## config.mk

```make
export PLATFORM = sky130hd
export DESIGN_NAME = ptx_transmit
export DESIGN_NICKNAME = d
export VERILOG_FILES = /design/src/verilog/ptx_pkg.sv /design/src/verilog/ptx_scrambler.sv /design/src/verilog/ptx_transmit.sv
export VERILOG_INCLUDE_DIRS = /design/src /design/src/verilog
export SDC_FILE = /design/constraint.sdc
export NUM_CORES = 1
export LEC_CHECK = 0
export ABC_AREA = 0
export CAP_MARGIN = 10
export CORE_UTILIZATION = 58
export CTS_CLUSTER_DIAMETER = 100
export CTS_CLUSTER_SIZE = 20
export DETAILED_ROUTE_END_ITERATION = 10
export DONT_BUFFER_PORTS = 1
export GPL_TIMING_DRIVEN = 0
export PLACE_DENSITY_LB_ADDON = 0.05
export SKIP_CTS_REPAIR_TIMING = 1
export SYNTH_ARGS = -nofsm -noshare
export SYNTH_HDL_FRONTEND = slang
export SYNTH_SLANG_ARGS = --single-unit
```

## constraint.sdc

```tcl
create_clock -name clk_sys_i -period 2.8 [get_ports clk_sys_i]
set_clock_uncertainty 0.2 [all_clocks]
set_input_delay 0 -clock clk_sys_i [delete_from_list [all_inputs] [get_ports clk_sys_i]]
set_output_delay 0 -clock clk_sys_i [all_outputs]
set_load 0.005 [all_outputs]
```

## src/verilog/ptx_cfg.svh

```systemverilog
// Purpose: constants of the pam5 transmit coder
// Assumes: 40 MHz system clock, one code-group per symbol strobe
// Notes: symbols are 3-bit two's complement values
`ifndef PTX_CFG_SVH
`define PTX_CFG_SVH

// timing
`define PTX_CLK_MHZ 40
`define PTX_SYM_PERIOD_NS 8
`define PTX_SYM_CYC_RAW ((`PTX_SYM_PERIOD_NS * `PTX_CLK_MHZ) / 1000)
`define PTX_SYM_CYCLES ((`PTX_SYM_CYC_RAW < 1) ? 1 : `PTX_SYM_CYC_RAW)

// scrambler
`define PTX_SCR_LEN 33
`define PTX_TAP_M 12
`define PTX_TAP_S 19
`define PTX_SCR_SEED 33'h0_2468_ace1

// register byte addresses
`define PTX_REG_CTRL 8'h00
`define PTX_REG_STATUS 8'h04
`define PTX_REG_SCR_LO 8'h08
`define PTX_REG_SCR_HI 8'h0c

// control fields and reset values
`define PTX_CTRL_RST_BIT 0
`define PTX_CTRL_COL_BIT 1
`define PTX_CTRL_EEE_BIT 2
`define PTX_CTRL_RST_RV 1'b0
`define PTX_CTRL_COL_RV 1'b1
`define PTX_CTRL_EEE_RV 1'b0

// symbol values
`define PTX_P2 3'sh2
`define PTX_P1 3'sh1
`define PTX_Z0 3'sh0
`define PTX_M1 3'sh7
`define PTX_M2 3'sh6

// fixed code-groups a,b,c,d packed msb first
`define PTX_CG_SSD1 12'h492
`define PTX_CG_SSD2 12'h496
`define PTX_CG_ERR 12'h090
`define PTX_CG_CSR 12'h4b2
`define PTX_CG_ESD 12'h4b6

`endif

```

## src/verilog/ptx_pkg.sv

```systemverilog
// Purpose: types of the pam5 transmit coder
// Assumes: constants live in ptx_cfg.svh
// Notes: none
package ptx_pkg;
  typedef enum logic [1:0] {PTX_SEND_N, PTX_SEND_I, PTX_SEND_Z} ptx_mode_t;
  typedef enum logic [2:0] {ST_IDLE, ST_SSD2, ST_DATA, ST_CSR2, ST_ESD1, ST_ESD2} ptx_fsm_t;
  typedef enum logic [3:0] {
    KIND_ZERO, KIND_IDLE, KIND_TRAIN, KIND_LPI, KIND_SSD, KIND_DATA, KIND_ERR, KIND_CSR, KIND_ESD
  } ptx_kind_t;
  typedef struct packed {
    logic signed [2:0] a;
    logic signed [2:0] b;
    logic signed [2:0] c;
    logic signed [2:0] d;
  } ptx_cg_t;
  typedef struct packed {
    logic [3:0] sx;
    logic [3:0] sy;
    logic [3:0] sg;
    logic x;
    logic y;
  } ptx_sbits_t;
  typedef struct packed {
    logic [7:0] txd;
    logic en;
    logic er;
  } ptx_gmii_t;
  typedef struct packed {
    ptx_mode_t mode;
    logic master;
    logic rcvr_ok;
    logic lpi_req;
    logic update_done;
  } ptx_pma_t;
  typedef struct packed {
    logic [7:0] addr;
    logic [31:0] wdata;
    logic wr;
    logic rd;
  } ptx_bus_t;
  typedef struct packed {
    logic [32:0] scr;
  } ptx_scr_st_t;
endpackage

```

## src/verilog/ptx_scrambler.sv

```systemverilog
// Purpose: 33-bit side-stream scrambler and its derived bits
// Assumes: adv_i pulses once per symbol period
// Notes: derived bits are combinational from the current state
`timescale 1ns/1ps
`include "ptx_cfg.svh"
module ptx_scrambler import ptx_pkg::*; (
  // clock and reset
  input wire logic clk_sys_i,
  input wire logic reset_n_i,
  // control
  input wire logic init_i,
  input wire logic adv_i,
  input wire logic master_i,
  // state and derived bits
  output logic [32:0] scr_o,
  output ptx_sbits_t bits_o
);
  ptx_scr_st_t st_reg;
  ptx_scr_st_t st_next;
  logic fb;
  logic [32:0] s;

  assign s = st_reg.scr;

  always_comb begin
    st_next = st_reg;
    fb = s[`PTX_SCR_LEN-1] ^ (master_i ? s[`PTX_TAP_M] : s[`PTX_TAP_S]);
    // an all-zero state would lock up, so it is reloaded as well
    if (init_i || (s == 33'h0_0000_0000)) begin
      st_next.scr = `PTX_SCR_SEED;
    end else if (adv_i) begin
      st_next.scr = {s[31:0], fb};
    end
  end

  always_ff @(posedge clk_sys_i or negedge reset_n_i) begin
    if (!reset_n_i) begin
      st_reg.scr <= `PTX_SCR_SEED;
    end else begin
      st_reg <= st_next;
    end
  end

  assign scr_o = s;
  assign bits_o.x = s[4] ^ s[6];
  assign bits_o.y = s[1] ^ s[5];
  assign bits_o.sy = {s[9] ^ s[14] ^ s[19] ^ s[24], s[6] ^ s[16], s[3] ^ s[8], s[0]};
  assign bits_o.sx = {s[13] ^ s[15] ^ s[18] ^ s[20] ^ s[23] ^ s[25] ^ s[28] ^ s[30],
                      s[10] ^ s[12] ^ s[20] ^ s[22], s[7] ^ s[9] ^ s[12] ^ s[14], s[4] ^ s[6]};
  assign bits_o.sg = {s[10] ^ s[14] ^ s[15] ^ s[29], s[7] ^ s[11] ^ s[17] ^ s[21],
                      s[4] ^ s[8] ^ s[9] ^ s[13], s[1] ^ s[5]};
endmodule

```

## src/verilog/ptx_transmit.sv

```systemverilog
// Purpose: pam5 transmit coder, gmii octets to four-symbol code-groups
// Assumes: gmii and pma controls come from logic on clk_sys_i
// Notes: symbol maps and fixed code-groups are simplified stand-ins
`timescale 1ns/1ps
`include "ptx_cfg.svh"
module ptx_transmit import ptx_pkg::*; (
  // clock and reset
  input wire logic clk_sys_i,
  input wire logic reset_n_i,
  // gmii transmit side and receive activity
  input wire ptx_gmii_t gmii_i,
  input wire logic rx_active_i,
  output logic col_o,
  // pma controls and code-group
  input wire ptx_pma_t pma_i,
  output ptx_cg_t cg_o,
  output ptx_kind_t cg_kind_o,
  output logic cg_valid_o,
  // register port
  input wire ptx_bus_t bus_i,
  output logic [31:0] rdata_o
);
  typedef struct packed {
    ptx_fsm_t fsm;
    logic ssd_err;
    logic [2:0] cs;
    ptx_cg_t cg;
    ptx_kind_t kind;
    logic valid;
    logic col;
    logic [3:0] cnt;
    logic soft_rst;
    logic col_en;
    logic eee_en;
    logic [31:0] rdata;
  } ptx_st_t;

  ptx_st_t st_reg;
  ptx_st_t st_next;
  ptx_sbits_t sb;
  logic [32:0] scr;
  logic tick;
  logic tx_enable;
  logic tx_error;
  logic [7:0] sc;
  logic [7:0] dat;
  logic [7:0] iw;
  ptx_cg_t cg;
  ptx_kind_t kind;
  logic invert;
  logic [31:0] status_w;

  // idle-style symbol from two scrambler bits, only +2, 0 or -2
  function automatic logic signed [2:0] ptx_tern(input logic [1:0] w);
    case (w)
      2'h1: ptx_tern = `PTX_P2;
      2'h2: ptx_tern = `PTX_M2;
      default: ptx_tern = `PTX_Z0;
    endcase
  endfunction

  // data symbol from two scrambled data bits
  function automatic logic signed [2:0] ptx_quin(input logic [1:0] w);
    case (w)
      2'h0: ptx_quin = `PTX_M2;
      2'h1: ptx_quin = `PTX_M1;
      2'h2: ptx_quin = `PTX_P1;
      default: ptx_quin = `PTX_P2;
    endcase
  endfunction

  function automatic ptx_cg_t ptx_idle_cg(input logic [7:0] w);
    ptx_cg_t r;
    r.a = ptx_tern(w[1:0]);
    r.b = ptx_tern(w[3:2]);
    r.c = ptx_tern(w[5:4]);
    r.d = ptx_tern(w[7:6]);
    return r;
  endfunction

  function automatic logic signed [2:0] ptx_neg(input logic signed [2:0] v, input logic n);
    ptx_neg = n ? 3'(-v) : v;
  endfunction

  // sign randomising per pair, with the idle-class inversion on top
  function automatic ptx_cg_t ptx_sign_cg(input ptx_cg_t g, input logic [3:0] sg, input logic inv);
    ptx_cg_t r;
    r.a = ptx_neg(g.a, sg[0] ^ inv);
    r.b = ptx_neg(g.b, sg[1] ^ inv);
    r.c = ptx_neg(g.c, sg[2] ^ inv);
    r.d = ptx_neg(g.d, sg[3] ^ inv);
    return r;
  endfunction

  // data group: pair a carries the low bit pair, pair d the high one
  function automatic ptx_cg_t ptx_data_cg(input logic [7:0] w, input logic cs0);
    ptx_cg_t r;
    r.a = ptx_neg(ptx_quin(w[1:0]), cs0);
    r.b = ptx_quin(w[3:2]);
    r.c = ptx_quin(w[5:4]);
    r.d = ptx_quin(w[7:6]);
    return r;
  endfunction

  // three-bit encoder steps on the two scrambled top bits
  function automatic logic [2:0] ptx_cs_step(input logic [2:0] cs, input logic [1:0] top);
    ptx_cs_step = {cs[1] ^ top[1], cs[0] ^ top[0], cs[2]};
  endfunction

  // training folds the low half onto the high half, so only idle-class symbols appear
  function automatic ptx_cg_t ptx_train_cg(input logic [7:0] w);
    return ptx_idle_cg({w[7:4] ^ w[3:0], w[3:0]});
  endfunction

  // the scrambler runs in every mode, so its phase never depends on mode history
  ptx_scrambler u_scr (
    .clk_sys_i(clk_sys_i),
    .reset_n_i(reset_n_i),
    .init_i(st_reg.soft_rst),
    .adv_i(tick),
    .master_i(pma_i.master),
    .scr_o(scr),
    .bits_o(sb)
  );

  // one strobe per symbol period; at 40 MHz every edge is a period
  assign tick = (st_reg.cnt == 4'(`PTX_SYM_CYCLES - 1));

  // enabling process: only normal mode may carry a frame
  assign tx_enable = gmii_i.en && (pma_i.mode == PTX_SEND_N);
  assign tx_error = gmii_i.er && (pma_i.mode == PTX_SEND_N);

  assign sc = {sb.sx, sb.sy};
  assign dat = gmii_i.txd ^ sc;

  // status is read live so software sees the group now on the pins
  assign status_w = {22'h0, st_reg.kind, st_reg.fsm, st_reg.cs[0], tx_enable, st_reg.col};

  always_comb begin
    st_next = st_reg;
    cg = '0;
    kind = KIND_ZERO;
    invert = 1'b0;
    iw = sc;

    st_next.cnt = tick ? 4'h0 : 4'(st_reg.cnt + 4'h1);
    // valid marks a fresh group and stays low under soft reset
    st_next.valid = tick && !st_reg.soft_rst;
    // col_en low keeps col quiet in a full-duplex-only build
    st_next.col = st_reg.col_en && rx_active_i && tx_enable;

    // receiver status and low-power flags ride on idle bits
    iw[2] = sc[2] ^ pma_i.rcvr_ok;
    if (st_reg.eee_en) begin
      iw[3] = sc[3] ^ pma_i.lpi_req;
      iw[1] = sc[1] ^ pma_i.update_done;
    end

    case (pma_i.mode)
      PTX_SEND_Z: begin
        kind = KIND_ZERO;
      end
      PTX_SEND_I: begin
        cg = ptx_train_cg(iw);
        kind = KIND_TRAIN;
        invert = 1'b1;
      end
      default: begin
        // normal mode, one group per octet time
        case (st_reg.fsm)
          ST_IDLE: begin
            if (tx_enable) begin
              cg = `PTX_CG_SSD1;
              kind = KIND_SSD;
              invert = 1'b1;
            end else begin
              cg = ptx_idle_cg(iw);
              kind = (st_reg.eee_en && pma_i.lpi_req) ? KIND_LPI : KIND_IDLE;
              invert = 1'b1;
            end
          end
          ST_SSD2: begin
            // en dropping inside the delimiter is closed the same way as an error
            if (st_reg.ssd_err || tx_error || !tx_enable) begin
              cg = `PTX_CG_CSR;
              kind = KIND_CSR;
            end else begin
              cg = `PTX_CG_SSD2;
              kind = KIND_SSD;
              invert = 1'b1;
            end
          end
          ST_DATA: begin
            // frame end wins: an error octet is not sent once en has fallen
            if (!tx_enable) begin
              cg = `PTX_CG_CSR;
              kind = KIND_CSR;
            end else if (tx_error) begin
              cg = `PTX_CG_ERR;
              kind = KIND_ERR;
            end else begin
              cg = ptx_data_cg(dat, st_reg.cs[0]);
              kind = KIND_DATA;
            end
          end
          ST_CSR2: begin
            cg = `PTX_CG_CSR;
            kind = KIND_CSR;
          end
          default: begin
            cg = `PTX_CG_ESD;
            kind = KIND_ESD;
          end
        endcase
      end
    endcase

    if (tick) begin
      // sign randomising, then the idle-class inversion
      st_next.cg = ptx_sign_cg(cg, sb.sg, invert);
      st_next.kind = kind;
      // leaving normal mode abandons a frame; no end delimiter follows
      if (pma_i.mode != PTX_SEND_N) begin
        st_next.fsm = ST_IDLE;
        st_next.ssd_err = 1'b0;
        st_next.cs = 3'h0;
      end else begin
        case (st_reg.fsm)
          ST_IDLE: begin
            if (tx_enable) begin
              st_next.fsm = ST_SSD2;
              st_next.ssd_err = tx_error;
            end
          end
          ST_SSD2: begin
            st_next.fsm = (kind == KIND_CSR) ? ST_CSR2 : ST_DATA;
            st_next.ssd_err = 1'b0;
          end
          ST_DATA: begin
            if (kind == KIND_CSR) begin
              st_next.fsm = ST_CSR2;
              st_next.cs = 3'h0;
            end else if (kind == KIND_DATA) begin
              st_next.cs = ptx_cs_step(st_reg.cs, dat[7:6]);
            end
          end
          ST_CSR2: begin
            st_next.fsm = ST_ESD1;
          end
          ST_ESD1: begin
            st_next.fsm = ST_ESD2;
          end
          default: begin
            st_next.fsm = ST_IDLE;
            st_next.cs = 3'h0;
          end
        endcase
      end
    end

    // management reset holds every piece of transmit state in reset
    if (st_reg.soft_rst) begin
      st_next.fsm = ST_IDLE;
      st_next.ssd_err = 1'b0;
      st_next.cs = 3'h0;
      st_next.cg = '0;
      st_next.kind = KIND_ZERO;
      st_next.col = 1'b0;
      st_next.cnt = 4'h0;
    end

    // a write takes effect at the edge that samples it
    if (bus_i.wr && (bus_i.addr == `PTX_REG_CTRL)) begin
      st_next.soft_rst = bus_i.wdata[`PTX_CTRL_RST_BIT];
      st_next.col_en = bus_i.wdata[`PTX_CTRL_COL_BIT];
      st_next.eee_en = bus_i.wdata[`PTX_CTRL_EEE_BIT];
    end

    // read data stand from the edge after the strobe until the next read
    if (bus_i.rd) begin
      case (bus_i.addr)
        `PTX_REG_CTRL: st_next.rdata = {29'h0, st_reg.eee_en, st_reg.col_en, st_reg.soft_rst};
        `PTX_REG_STATUS: st_next.rdata = status_w;
        `PTX_REG_SCR_LO: st_next.rdata = scr[31:0];
        `PTX_REG_SCR_HI: st_next.rdata = {31'h0, scr[32]};
        default: st_next.rdata = 32'h0000_0000;
      endcase
    end
  end

  // the asynchronous branch loads constants only; soft reset lives in the next-state logic
  always_ff @(posedge clk_sys_i or negedge reset_n_i) begin
    if (!reset_n_i) begin
      st_reg.fsm <= ST_IDLE;
      st_reg.ssd_err <= 1'b0;
      st_reg.cs <= 3'h0;
      st_reg.cg <= '0;
      st_reg.kind <= KIND_ZERO;
      st_reg.valid <= 1'b0;
      st_reg.col <= 1'b0;
      st_reg.cnt <= 4'h0;
      st_reg.soft_rst <= `PTX_CTRL_RST_RV;
      st_reg.col_en <= `PTX_CTRL_COL_RV;
      st_reg.eee_en <= `PTX_CTRL_EEE_RV;
      st_reg.rdata <= 32'h0000_0000;
    end else begin
      st_reg <= st_next;
    end
  end

  assign cg_o = st_reg.cg;
  assign cg_kind_o = st_reg.kind;
  assign cg_valid_o = st_reg.valid;
  assign col_o = st_reg.col;
  assign rdata_o = st_reg.rdata;
endmodule

```

* Yosys cells after proc, flatten, opt, wreduce, memory -nomap -nowiden
Index checks and enable logic that the tools add are counted.
Cells by class: add/sub/neg operators 6, equal/unequal tests 35, muxes and demuxes 54, bitwise gates (word level) 41, reductions and logical operators 30
Operators with widths (number):
- $pmux 32 s4 | 1
- $mux 33 | 2
- $pmux 12 s4 | 1
- $mux 23 | 2
- $pmux 3 s2 | 7
- $mux 3 | 13
- $xor 1x1->1 | 39
- $mux 12 | 3
- $pmux 3 s3 | 4
- $logic_not 33->1 | 1
- $pmux 12 s2 | 1
- $eq 2x1->1 const B | 11
- $eq 2x2->1 const B | 11
- $eq 8x4->1 const B | 2
- $pmux 4 s4 | 1
- $neg 3->3 | 5
- $pmux 3 s5 | 1
- $logic_not 2->1 | 5
- $reduce_and 3->1 | 3
- $eq 4x3->1 const B | 2
- $eq 8x3->1 const B | 1
- $logic_not 8->1 | 1
- $mux 2 | 4
- $mux 4 | 2
- 24 further kinds | 43
Word-level totals: register bits after elaboration 97, input bits 61, output and inout bits 50, logic and storage cells 182

* Depth between registers and ports, before layout
Gate-level depths: netlist of the first run.
depth after elaboration 24, mapped depth 13, depth with buffers taken out 12

* Hierarchy
Synthesis of the first run repeated with hierarchy kept, for this count alone.
Second synthesis, totals: cell total of the unflattened synthesis 646, area, all modules 6005.8 µm²
By module, submodules not included:
- ptx_transmit | instances 1, cells each 494, area an instance 4290.4 µm², sequential area each 1602.8 µm²
- ptx_scrambler | instances 1, cells each 152, area an instance 1715.4 µm², sequential area each 842.1 µm²

* Worst setup path before layout of the first run
OpenSTA, ideal clock, no wires.
path type flip-flop to flip-flop, start register, netlist name u_scr.scr_o[13], end register st_reg (netlist bit cg_o[2]), setup time 0.135 ns, arrival time 2.706 ns, required time 2.465 ns, slack -0.241 ns, cell stages (with the launch flop) 14, buffers on the path 1, clock period less this slack 3.041 ns, cell sequence dfstp_2 > clkbuf_2 > xnor2_1 > xnor2_1 > xnor3_1 > inv_1 > ha_1 > o211ai_1 > a21boi_0 > o22a_1 > ha_1 > or2_0 > a221oi_2 > o211ai_1
On the way: longest elaborated chain between the ends 18, elaborated cells between the ends (all ways) 28, classes of those cells add/sub: 1; eq/ne: 6; mux: 11; bitwise: 9; reduce/logical: 1
Ends and longest elaborated chain:
- $xor 1x1->1 * (7 in a row) | RTL line ptx_scrambler.sv:48 | assign bits_o.sx = {s[13] ^ s[15] ^ s[18] ^ s[20] ^ s[23] ^ s[25] ^ s[28] ^ s[30],
- $xor 8x8->8 | RTL line ptx_transmit.sv:134 | assign dat = gmii_i.txd ^ sc;
- $eq 2x2->1 (tied with other cells) | RTL line ptx_transmit.sv:64 | case (w)
- $pmux 3 s3 | RTL line ptx_transmit.sv:64
- $mux 12 | RTL line ptx_transmit.sv:198 | end else if (tx_error) begin
- $mux 12 | RTL line ptx_transmit.sv:195 | if (!tx_enable) begin
- $pmux 12 s4 | RTL line ptx_transmit.sv:170 | case (st_reg.fsm)
- $pmux 12 s2 * | RTL line ptx_transmit.sv:159 | case (pma_i.mode)
- $neg 3->3 | RTL line ptx_transmit.sv:82 | ptx_neg = n ? 3'(-v) : v;
- $mux 3 * | RTL line ptx_transmit.sv:82
- $mux 23 * | RTL line ptx_transmit.sv:218 | if (tick) begin
- $mux 23 * | RTL line ptx_transmit.sv:262 | if (st_reg.soft_rst) begin
- end signal, assigned | RTL line ptx_transmit.sv:307 | st_reg <= st_next;
- end, declared | RTL line ptx_transmit.sv:38 | ptx_st_t st_reg;
Mark *: on every way between the ends. The rest lies on a longest branch, timed or not. The select of a mux whose other input is x is not followed. A chain may end at the register's enable or synchronous reset.

* Worst setup path after layout of the first run
start register, netlist name u_scr.scr_o[30], end register st_reg (netlist bit cg_o[2])
On the way: longest elaborated chain between the ends 12, elaborated cells between the ends (all ways) 22, classes of those cells add/sub: 1; eq/ne: 6; mux: 11; bitwise: 3; reduce/logical: 1
Ends and longest elaborated chain (RTL line):
- $xor 1x1->1 * | ptx_scrambler.sv:48
- $xor 8x8->8 | ptx_transmit.sv:134
- $eq 2x2->1 (tied with other cells) | ptx_transmit.sv:64
- $pmux 3 s3 | ptx_transmit.sv:64
- $mux 12 | ptx_transmit.sv:198
- $mux 12 | ptx_transmit.sv:195
- $pmux 12 s4 | ptx_transmit.sv:170
- $pmux 12 s2 * | ptx_transmit.sv:159
- $neg 3->3 | ptx_transmit.sv:82
- $mux 3 * | ptx_transmit.sv:82
- $mux 23 * | ptx_transmit.sv:218
- $mux 23 * | ptx_transmit.sv:262
Marks and branches as above.

==> key figures, run 1 <==
CTS
  – Clock latency on the worst-skew pair: 0.38 ns
  – Clk slew on worst S/H paths: 0.12 ns
  – Clk sinks: 97
  – CTS root buf: clkbuf_8
  – TritonCTS clock tree: done
  – Num CTS Buffers: 9
  – H-Tree Depth: 3
  – Clock buffer depth: 2

Synthesis
  – Multiplexer share of the synthesized area: 0.01461
  – Simple-Gate Fraction of Synth Area: 0.1293
  – Avg Synthesized Cell Area: 9.405 µm²
  – Synthesized netlist cell count: 610
  – Adder-cell share of the synthesized area: 0.05234
  – Asr flop ratio synth: 1.000
  – XOR/XNOR Fraction of Synth Area: 0.08790
  – Post-synth EDFFs: 0
  – Syn Nets: between 600 and 700
  – Post-synth top area share: 0.3621
  – Most used flip-flop cell after synthesis: dfrtp_1
  – Distinct cells, synth: between 50 and 60
  – Sequential fraction of the synthesis area: 0.4262
  – Synth area leaders: dfrtp_1, dfstp_2, buf_4, xnor2_1, ha_1
  – Cell taking the most area after synthesis: dfrtp_1
  – Flop and latch count out of synthesis: 97
  – Area of the mapped netlist: 5737 µm²
  – Total number of yosys warnings: 0
  – Synth Area in Compound Gates: 0.1673
  – Largest family of logic cells by synthesized area: compound AO/OA/AOI/OAI gates

Worst setup path
  – Reg2Reg Launch Point: u_scr.scr_o[30]
  – Worst Path Required: around 2.8 ns
  – Worst R2R End: cg_o[2]
  – CP startpoint: u_scr.scr_o[30]
  – Worst setup path category: register to register
  – R2R setup slack: -0.28 ns
  – CP endpoint kind: register
  – CP Launch Type: register
  – Worst r2r path cells: 13
  – Crit path to: cg_o[2]
  – CP arrival: approximately 3.1 ns
  – CP max FO: 5

Power
  – Clock power share: 0.106
  – Switching share of power: 0.4220
  – LEAKAGE: slightly above 0.003 µW
  – Internal Power: about 5000 µW
  – Seq pwr share: 0.269
  – Peak VDD IR: 664.1 µV
  – Psw: 3669 µW
  – Power, Total: 8694 µW
  – Pwr Density: 1283 nW/µm²
  – Comb pwr share: 0.625

Finish
  – Nets@finish: 747
  – Sequential cell area: 2455 µm²
  – Layout Cell Area excl Fill: between 6000 and 7000 µm²
  – Synth-to-layout area growth: 18.10%
  – Multi-input gate area: between 2000 and 3000 µm²
  – Diodes inserted: 0
  – Layout cells sized above 1: 0.2369
  – Max reg flops: 33
  – FILL cells: 692

STA
  – F_max: 325.0 MHz
  – Setup ws final: -0.2770 ns
  – Crit share post-route: 1.099
  – Max-slew headroom: 0.5403
  – Min Hold Slack: -0.009859 ns
  – Minimum clock period: just over 3 ns
  – Worst Tran Pin Value: 0.6722 ns
  – RSZ-0062 raised after global routing: yes
  – Pins over their slew limit: 0
  – Final setup fails: 3
  – Fin. Hold Viols: 13

Hold path
  – Worst Hold Class: input port to asynchronous set/reset pin

Run
  – Max cap viols: 0

Placement
  – HPWL after DPL: 10.43 mm
  – IO Port Bufs: 0
  – Final RePlAce weighted congestion: about 1
  – Post-DP Area: 5911 µm²
  – Post-placement setup slack: -0.3733 ns

GRT
  – First-pass GRT wire length: 22.37 mm
  – Initial antenna violation count: 0
  – Grt met1 use: 0.4178
  – Met2 global-route usage: 0.4417
  – Busiest grt layer: met2
  – Remaining global-route overflow: 0
  – Pin count of the biggest net entering global routing: 98
  – GRT met3 Usage: 0.06211
  – Total GRT Usage: 0.2920
  – Number of global-route vias before repair: 4130

Die
  – Starting Density: 0.6093
  – DIE AREA: 10290 µm²
  – Row Count: 35
  – Top Ports: 111
  – Core area: 9415 µm²
  – Die Wd: 101.5 µm
  – Die H: ~100 µm

Route
  – Drt total wl: approximately 15 mm
  – Initial DRC count: 336
  – Vias: 4633
  – DRC violations left: 0
  – DR vias/cell: 5.820
  – Antenna violation net count after detailed routing: 0
  – Routed len/inst: roughly 19 µm
  – Pre-antenna DRT Iters: 5

Outcome
  – Status: finished, violations left
  – Failing checks: hold timing, setup timing
## synthesized netlist by cell type, drive strengths merged (2+ instances only)
master,n
o211ai,4
a221oi,3
dfstp,14
nor4,11
nand3,13
o31ai,2
nor2b,7
a22o,25
inv,50
mux2,3
a21boi,2
nor2,25
o41ai,2
nand2b,8
or2,3
clkbuf,30
buf,55
a2111oi,2
nor3b,2
xor2,17
o22ai,16
o2111ai,2
o21ai,53
or4,2
o22a,2
xnor2,38
nand2,67
dfrtp,83
nor3,5
nand4,3
a22oi,3
a32o,6
mux2i,5
a21oi,9
a21o,3
ha,24
## how the worst min path moves through the flow
stage | start | end | slack (ns) | depth (start not counted)
2_1_floorplan | reset_n_i | cg_kind_o[0] | -0.50 | 0
3_3_place_gp | reset_n_i | rdata_o[27] | -0.49 | 0
3_5_place_dp | reset_n_i | rdata_o[27] | -0.49 | 0
4_1_cts | reset_n_i | rdata_o[21] | -0.91 | 0
5_1_grt | gmii_i[9] | cg_o[2] | 0.01 | 4
6_report | reset_n_i | rdata_o[27] | -0.01 | 2
## metrics by stage
step	hold WS, ns	std cells	setup TNS, ns	utilization
final	-0.009859	796	-0.3551	0.7196
after global routing	0.01058	796	-0.9407	0.7196
after CTS	-0.9080	755	-2.624	0.6484
after detailed placement	-0.4936	739	-2.258	0.6278
after global placement	-0.4937	739	-1.588	0.6278
after floorplan	-0.4956	610	-0.01891	-
## kinds of logic (layout without fill, tap and decap cells)
group | Yosys count | in the layout
AOI/OAI and AO/OA | 138 | 138
xor gates and xnor gates | 56 | 56
adders and majority gates | 24 | 24
buffers and inverters | 135 | 192
DFF | 97 | 97
muxes | 8 | 8
and+or+nand+nor | 152 | 152
## placed cells by master, fill, tap and decap left out, types with 6 or more instances in the layout
cell,count
clkbuf_8,9
nand3_1,13
inv_1,49
nor2b_1,7
dfstp_2,14
o21ai_0,50
nand2b_1,8
a22o_1,25
a32o_1,6
nand2_1,66
o22ai_1,16
xnor2_2,16
ha_1,22
dfrtp_2,8
xor2_1,11
xnor2_1,22
dfrtp_1,75
buf_4,70
nor4_1,10
a21oi_1,8
nor2_1,25
dlygate4sd3_1,28
clkbuf_1,20
## critical path, stage by stage (launching register included)
cell	delay (ns)
dfrtp_2	0.47
xnor2_2	0.16
xnor2_2	0.17
buf_4	0.16
xnor2_2	0.21
inv_1	0.07
ha_1	0.28
nand3_1	0.08
a21boi_1	0.07
o22a_1	0.18
ha_2	0.19
or2_1	0.26
a221oi_2	0.28
o211ai_1	0.16
## area by class of cell
class,instances,area share
buffer,75,0.07018
sequential,97,0.3623
tap,129,0.02382
timing repair buffer,51,0.06981
multi-input combinational,378,0.4175
clock inverter,7,0.01034
clock buffer,9,0.01828
inverter,50,0.02770
## power groups by stage
stage | combinational [µW] | sequential (µW) | clock (µW)
after floorplan | 3360 | 2010 | 0
after global placement | 4060 | 2120 | 0
after detailed placement | 4230 | 2130 | 0
after CTS | 4260 | 2100 | 929
after global routing | 5910 | 2380 | 976
final | 5440 | 2340 | 920
## per-layer routing
| metal | share of wire | wire length [µm] |
|---|---|---|
| met5 | 0 | 0 |
| met4 | 0.019 | 283 |
| met3 | 0.065 | 982 |
| met2 | 0.47 | 7057 |
| met1 | 0.45 | 6793 |
Note: power is estimated with default switching activity, not from simulation.
==> run 2: changes to the inputs <==
--- a/config.mk
+++ b/config.mk
@@ -9,5 +9,5 @@
 export ABC_AREA = 0
 export CAP_MARGIN = 10
-export CORE_UTILIZATION = 58
+export CORE_UTILIZATION = 45
 export CTS_CLUSTER_DIAMETER = 100
 export CTS_CLUSTER_SIZE = 20
@@ -16,4 +16,5 @@
 export GPL_TIMING_DRIVEN = 0
 export PLACE_DENSITY_LB_ADDON = 0.05
+export REMOVE_ABC_BUFFERS = 1
 export SKIP_CTS_REPAIR_TIMING = 1
 export SYNTH_ARGS = -nofsm -noshare
==> constraint.sdc (replaced) <==
create_clock -name clk_sys_i -period 2.8 [get_ports clk_sys_i]
set_clock_uncertainty 0.2 [all_clocks]
set_input_delay 0.14 -clock clk_sys_i [delete_from_list [all_inputs] [get_ports clk_sys_i]]
set_output_delay 0.14 -clock clk_sys_i [all_outputs]
set_load 0.005 [all_outputs]
==> run 2 against run 1 <==
The flow still finishes with violations (hold timing, setup timing); critical endpoint unchanged; setup slack better by 0.018 ns; sequential power down 3%; sequential share of layout area up 1.8 points.
==> key figures, run 2 (synthesis results as in run 1) <==
STA
  – Minimum clock period: 3.059 ns (was 3.077 ns)
  – RSZ-0062 raised after global routing: yes (unchanged)
  – Pins over their slew limit: 0 (unchanged)
  – Worst Tran Pin Value: 0.7941 ns (was 0.6722 ns)
  – Fin. Hold Viols: 6 (was 13)
  – Max-slew headroom: 0.4706 (was 0.5403)
  – Final setup fails: 2 (was 3)
  – Min Hold Slack: -0.03413 ns (was -0.009859 ns)
  – F_max: 326.9 MHz (was 325.0 MHz)
  – Crit share post-route: 1.093 (was 1.099)
  – Setup TNS: -0.4013 ns (was -0.3551 ns)
  – Setup ws final: -0.2593 ns (was -0.2770 ns)

Route
  – Antenna violation net count after detailed routing: 0 (unchanged)
  – Vias: 4153 (was 4633)
  – DRC violations left: 0 (unchanged)
  – Initial DRC count: 261 (was 336)
  – Drt total wl: 14.13 mm (was 15.12 mm)
  – Pre-antenna DRT Iters: 5 (unchanged)
  – DR vias/cell: 5.508 (was 5.820)
  – Routed len/inst: 18.74 µm (was 18.99 µm)

GRT
  – Busiest grt layer: met1 (was met2)
  – Total GRT Usage: 0.2213 (was 0.2920)
  – GRT met3 Usage: 0.04744 (was 0.06211)
  – Pin count of the biggest net entering global routing: 98 (unchanged)
  – Remaining global-route overflow: 0 (unchanged)
  – Met2 global-route usage: 0.3177 (was 0.4417)
  – Grt met1 use: 0.3210 (was 0.4178)
  – Initial antenna violation count: 0 (unchanged)
  – Number of global-route vias before repair: 3993 (was 4130)
  – First-pass GRT wire length: 21.95 mm (was 22.37 mm)

Power
  – Peak VDD IR: 648.8 µV (was 664.1 µV)
  – Comb pwr share: 0.597 (was 0.625)
  – Internal Power: 5195 µW (was 5024 µW)
  – Clock power share: 0.141 (was 0.106)
  – Seq pwr share: 0.262 (was 0.269)
  – Pwr Density: 1347 nW/µm² (was 1283 nW/µm²)
  – Psw: 3496 µW (was 3669 µW)
  – Switching share of power: 0.4023 (was 0.4220)
  – LEAKAGE: 0.002768 µW (was 0.003055 µW)

Die
  – Core area: 12210 µm² (was 9415 µm²)
  – Die Wd: 114.9 µm (was 101.5 µm)
  – Die H: 114.9 µm (was 101.5 µm)
  – Row Count: 40 (was 35)
  – DIE AREA: 13200 µm² (was 10290 µm²)
  – Starting Density: 0.4698 (was 0.6093)
  – Top Ports: 111 (unchanged)

Worst setup path
  – CP arrival: 3.08 ns (was 3.12 ns)
  – Reg2Reg Launch Point: u_scr.scr_o[23] (was u_scr.scr_o[30])
  – CP Launch Type: register (unchanged)
  – CP endpoint kind: register (unchanged)
  – CP startpoint: u_scr.scr_o[23] (was u_scr.scr_o[30])
  – Worst setup path category: register to register (unchanged)
  – CP max FO: 4 (was 5)
  – R2R setup slack: -0.26 ns (was -0.28 ns)
  – Worst Path Required: 2.82 ns (was 2.84 ns)
  – Worst R2R End: cg_o[2] (unchanged)
  – Worst r2r path cells: 12 (was 13)

Finish
  – Commonest non-fill, non-tap cell in the layout: dfrtp_1 (unchanged)
  – Layout cells sized above 1: 0.1911 (was 0.2369)
  – FILL cells: 1181 (was 692)
  – Most frequent cells in the layout: dfrtp_1, nand2_1, o21ai_0 (was dfrtp_1, buf_4, nand2_1)
  – Synth-to-layout area growth: 12.50% (was 18.10%)
  – Fin cells: 754 (was 796)
  – Nets@finish: 666 (was 747)
  – Max reg flops: 33 (unchanged)
  – Multi-input gate area: 2863 µm² (was 2829 µm²)
  – Diodes inserted: 0 (unchanged)
  – Sequential cell area: 2456 µm² (was 2455 µm²)

CTS
  – TritonCTS clock tree: done (unchanged)
  – Num CTS Buffers: 9 (unchanged)
  – CTS root buf: clkbuf_16 (was clkbuf_8)
  – Clock buffer depth: 2 (unchanged)
  – Clock latency on the worst-skew pair: 0.36 ns (was 0.38 ns)
  – Clk slew on worst S/H paths: 0.07 ns (was 0.12 ns)
  – H-Tree Depth: 3 (unchanged)
  – Clk sinks: 97 (unchanged)

Outcome
  – Failing checks: hold timing, setup timing (unchanged)
  – Status: finished, violations left (unchanged)

Run
  – Max cap viols: 0 (unchanged)

Hold path
  – Hold Path Origin: gmii_i[8]
  – Hold Path Cell Cnt: 3
  – Worst Hold Class: input port to register (was input port to asynchronous set/reset pin)
  – WHS Endpoint: st_reg[58]

Placement
  – Final RePlAce weighted congestion: 0.8212 (was 0.9782)
  – IO Port Bufs: 0 (unchanged)
  – DP Cell Count: 694 (was 739)
  – HPWL after DPL: 9.416 mm (was 10.43 mm)
[run 2: layout make-up]
type	instances	area share
clock buffer	11	0.03606
clock inverter	5	0.008918
inverter	50	0.02966
multi-input combinational	378	0.4436
sequential	97	0.3806
tap	168	0.03257
timing repair buffer	44	0.06747
timing repair inverter	1	0.001163
[run 2: worst max-delay path, cell delays in order, from the launching register on]
cell      delay, ns
dfrtp_2        0.44
xnor2_2        0.16
xnor2_2        0.26
xnor3_2        0.34
inv_2          0.06
ha_4           0.16
o211ai_1       0.16
a21boi_1       0.09
o22a_1         0.22
ha_2           0.20
or2_4          0.24
a221oi_2       0.26
o211ai_1       0.13
[run 2: power by group through the flow]
stage,combinational [µW],clock (µW),sequential [µW]
4_1_cts,3970,1270,2270
6_report,5190,1230,2280
3_3_place_gp,3840,0,2280
3_5_place_dp,3920,0,2290
2_1_floorplan,3090,0,2130
5_1_grt,5730,1310,2330
[run 2: worst max path at each step]
stage	endpoint	cells after the start	slack, ns
floorplan	cg_o[2]	12	-0.16
global placement	st_reg[61]	7	-0.95
detailed placement	cg_o[1]	8	-0.77
CTS	cg_o[1]	8	-0.81
global route	cg_o[2]	12	-0.34
finish	cg_o[2]	12	-0.26
[run 2: per-stage QoR]
| step | worst slack (ns) | util | power, µW | area, µm² |
|---|---|---|---|---|
| 6_report | -0.2593 | 0.5285 | 8691 | 6454 |
| 5_1_grt | -0.3420 | 0.5285 | 9370 | 6454 |
| 4_1_cts | -0.8120 | 0.4715 | 7509 | 5758 |
| 3_5_place_dp | -0.7740 | 0.4477 | 6216 | 5468 |
| 3_3_place_gp | -0.9530 | 0.4449 | 6127 | 5433 |
| 2_1_floorplan | -0.1566 | - | 5218 | 5223 |
[run 2: layer usage]
layer  share of wire  up-vias
met5               0        -
met4           0.023        0
met3           0.069       18
met2            0.44      136
met1            0.47     2022
li1                -     1977
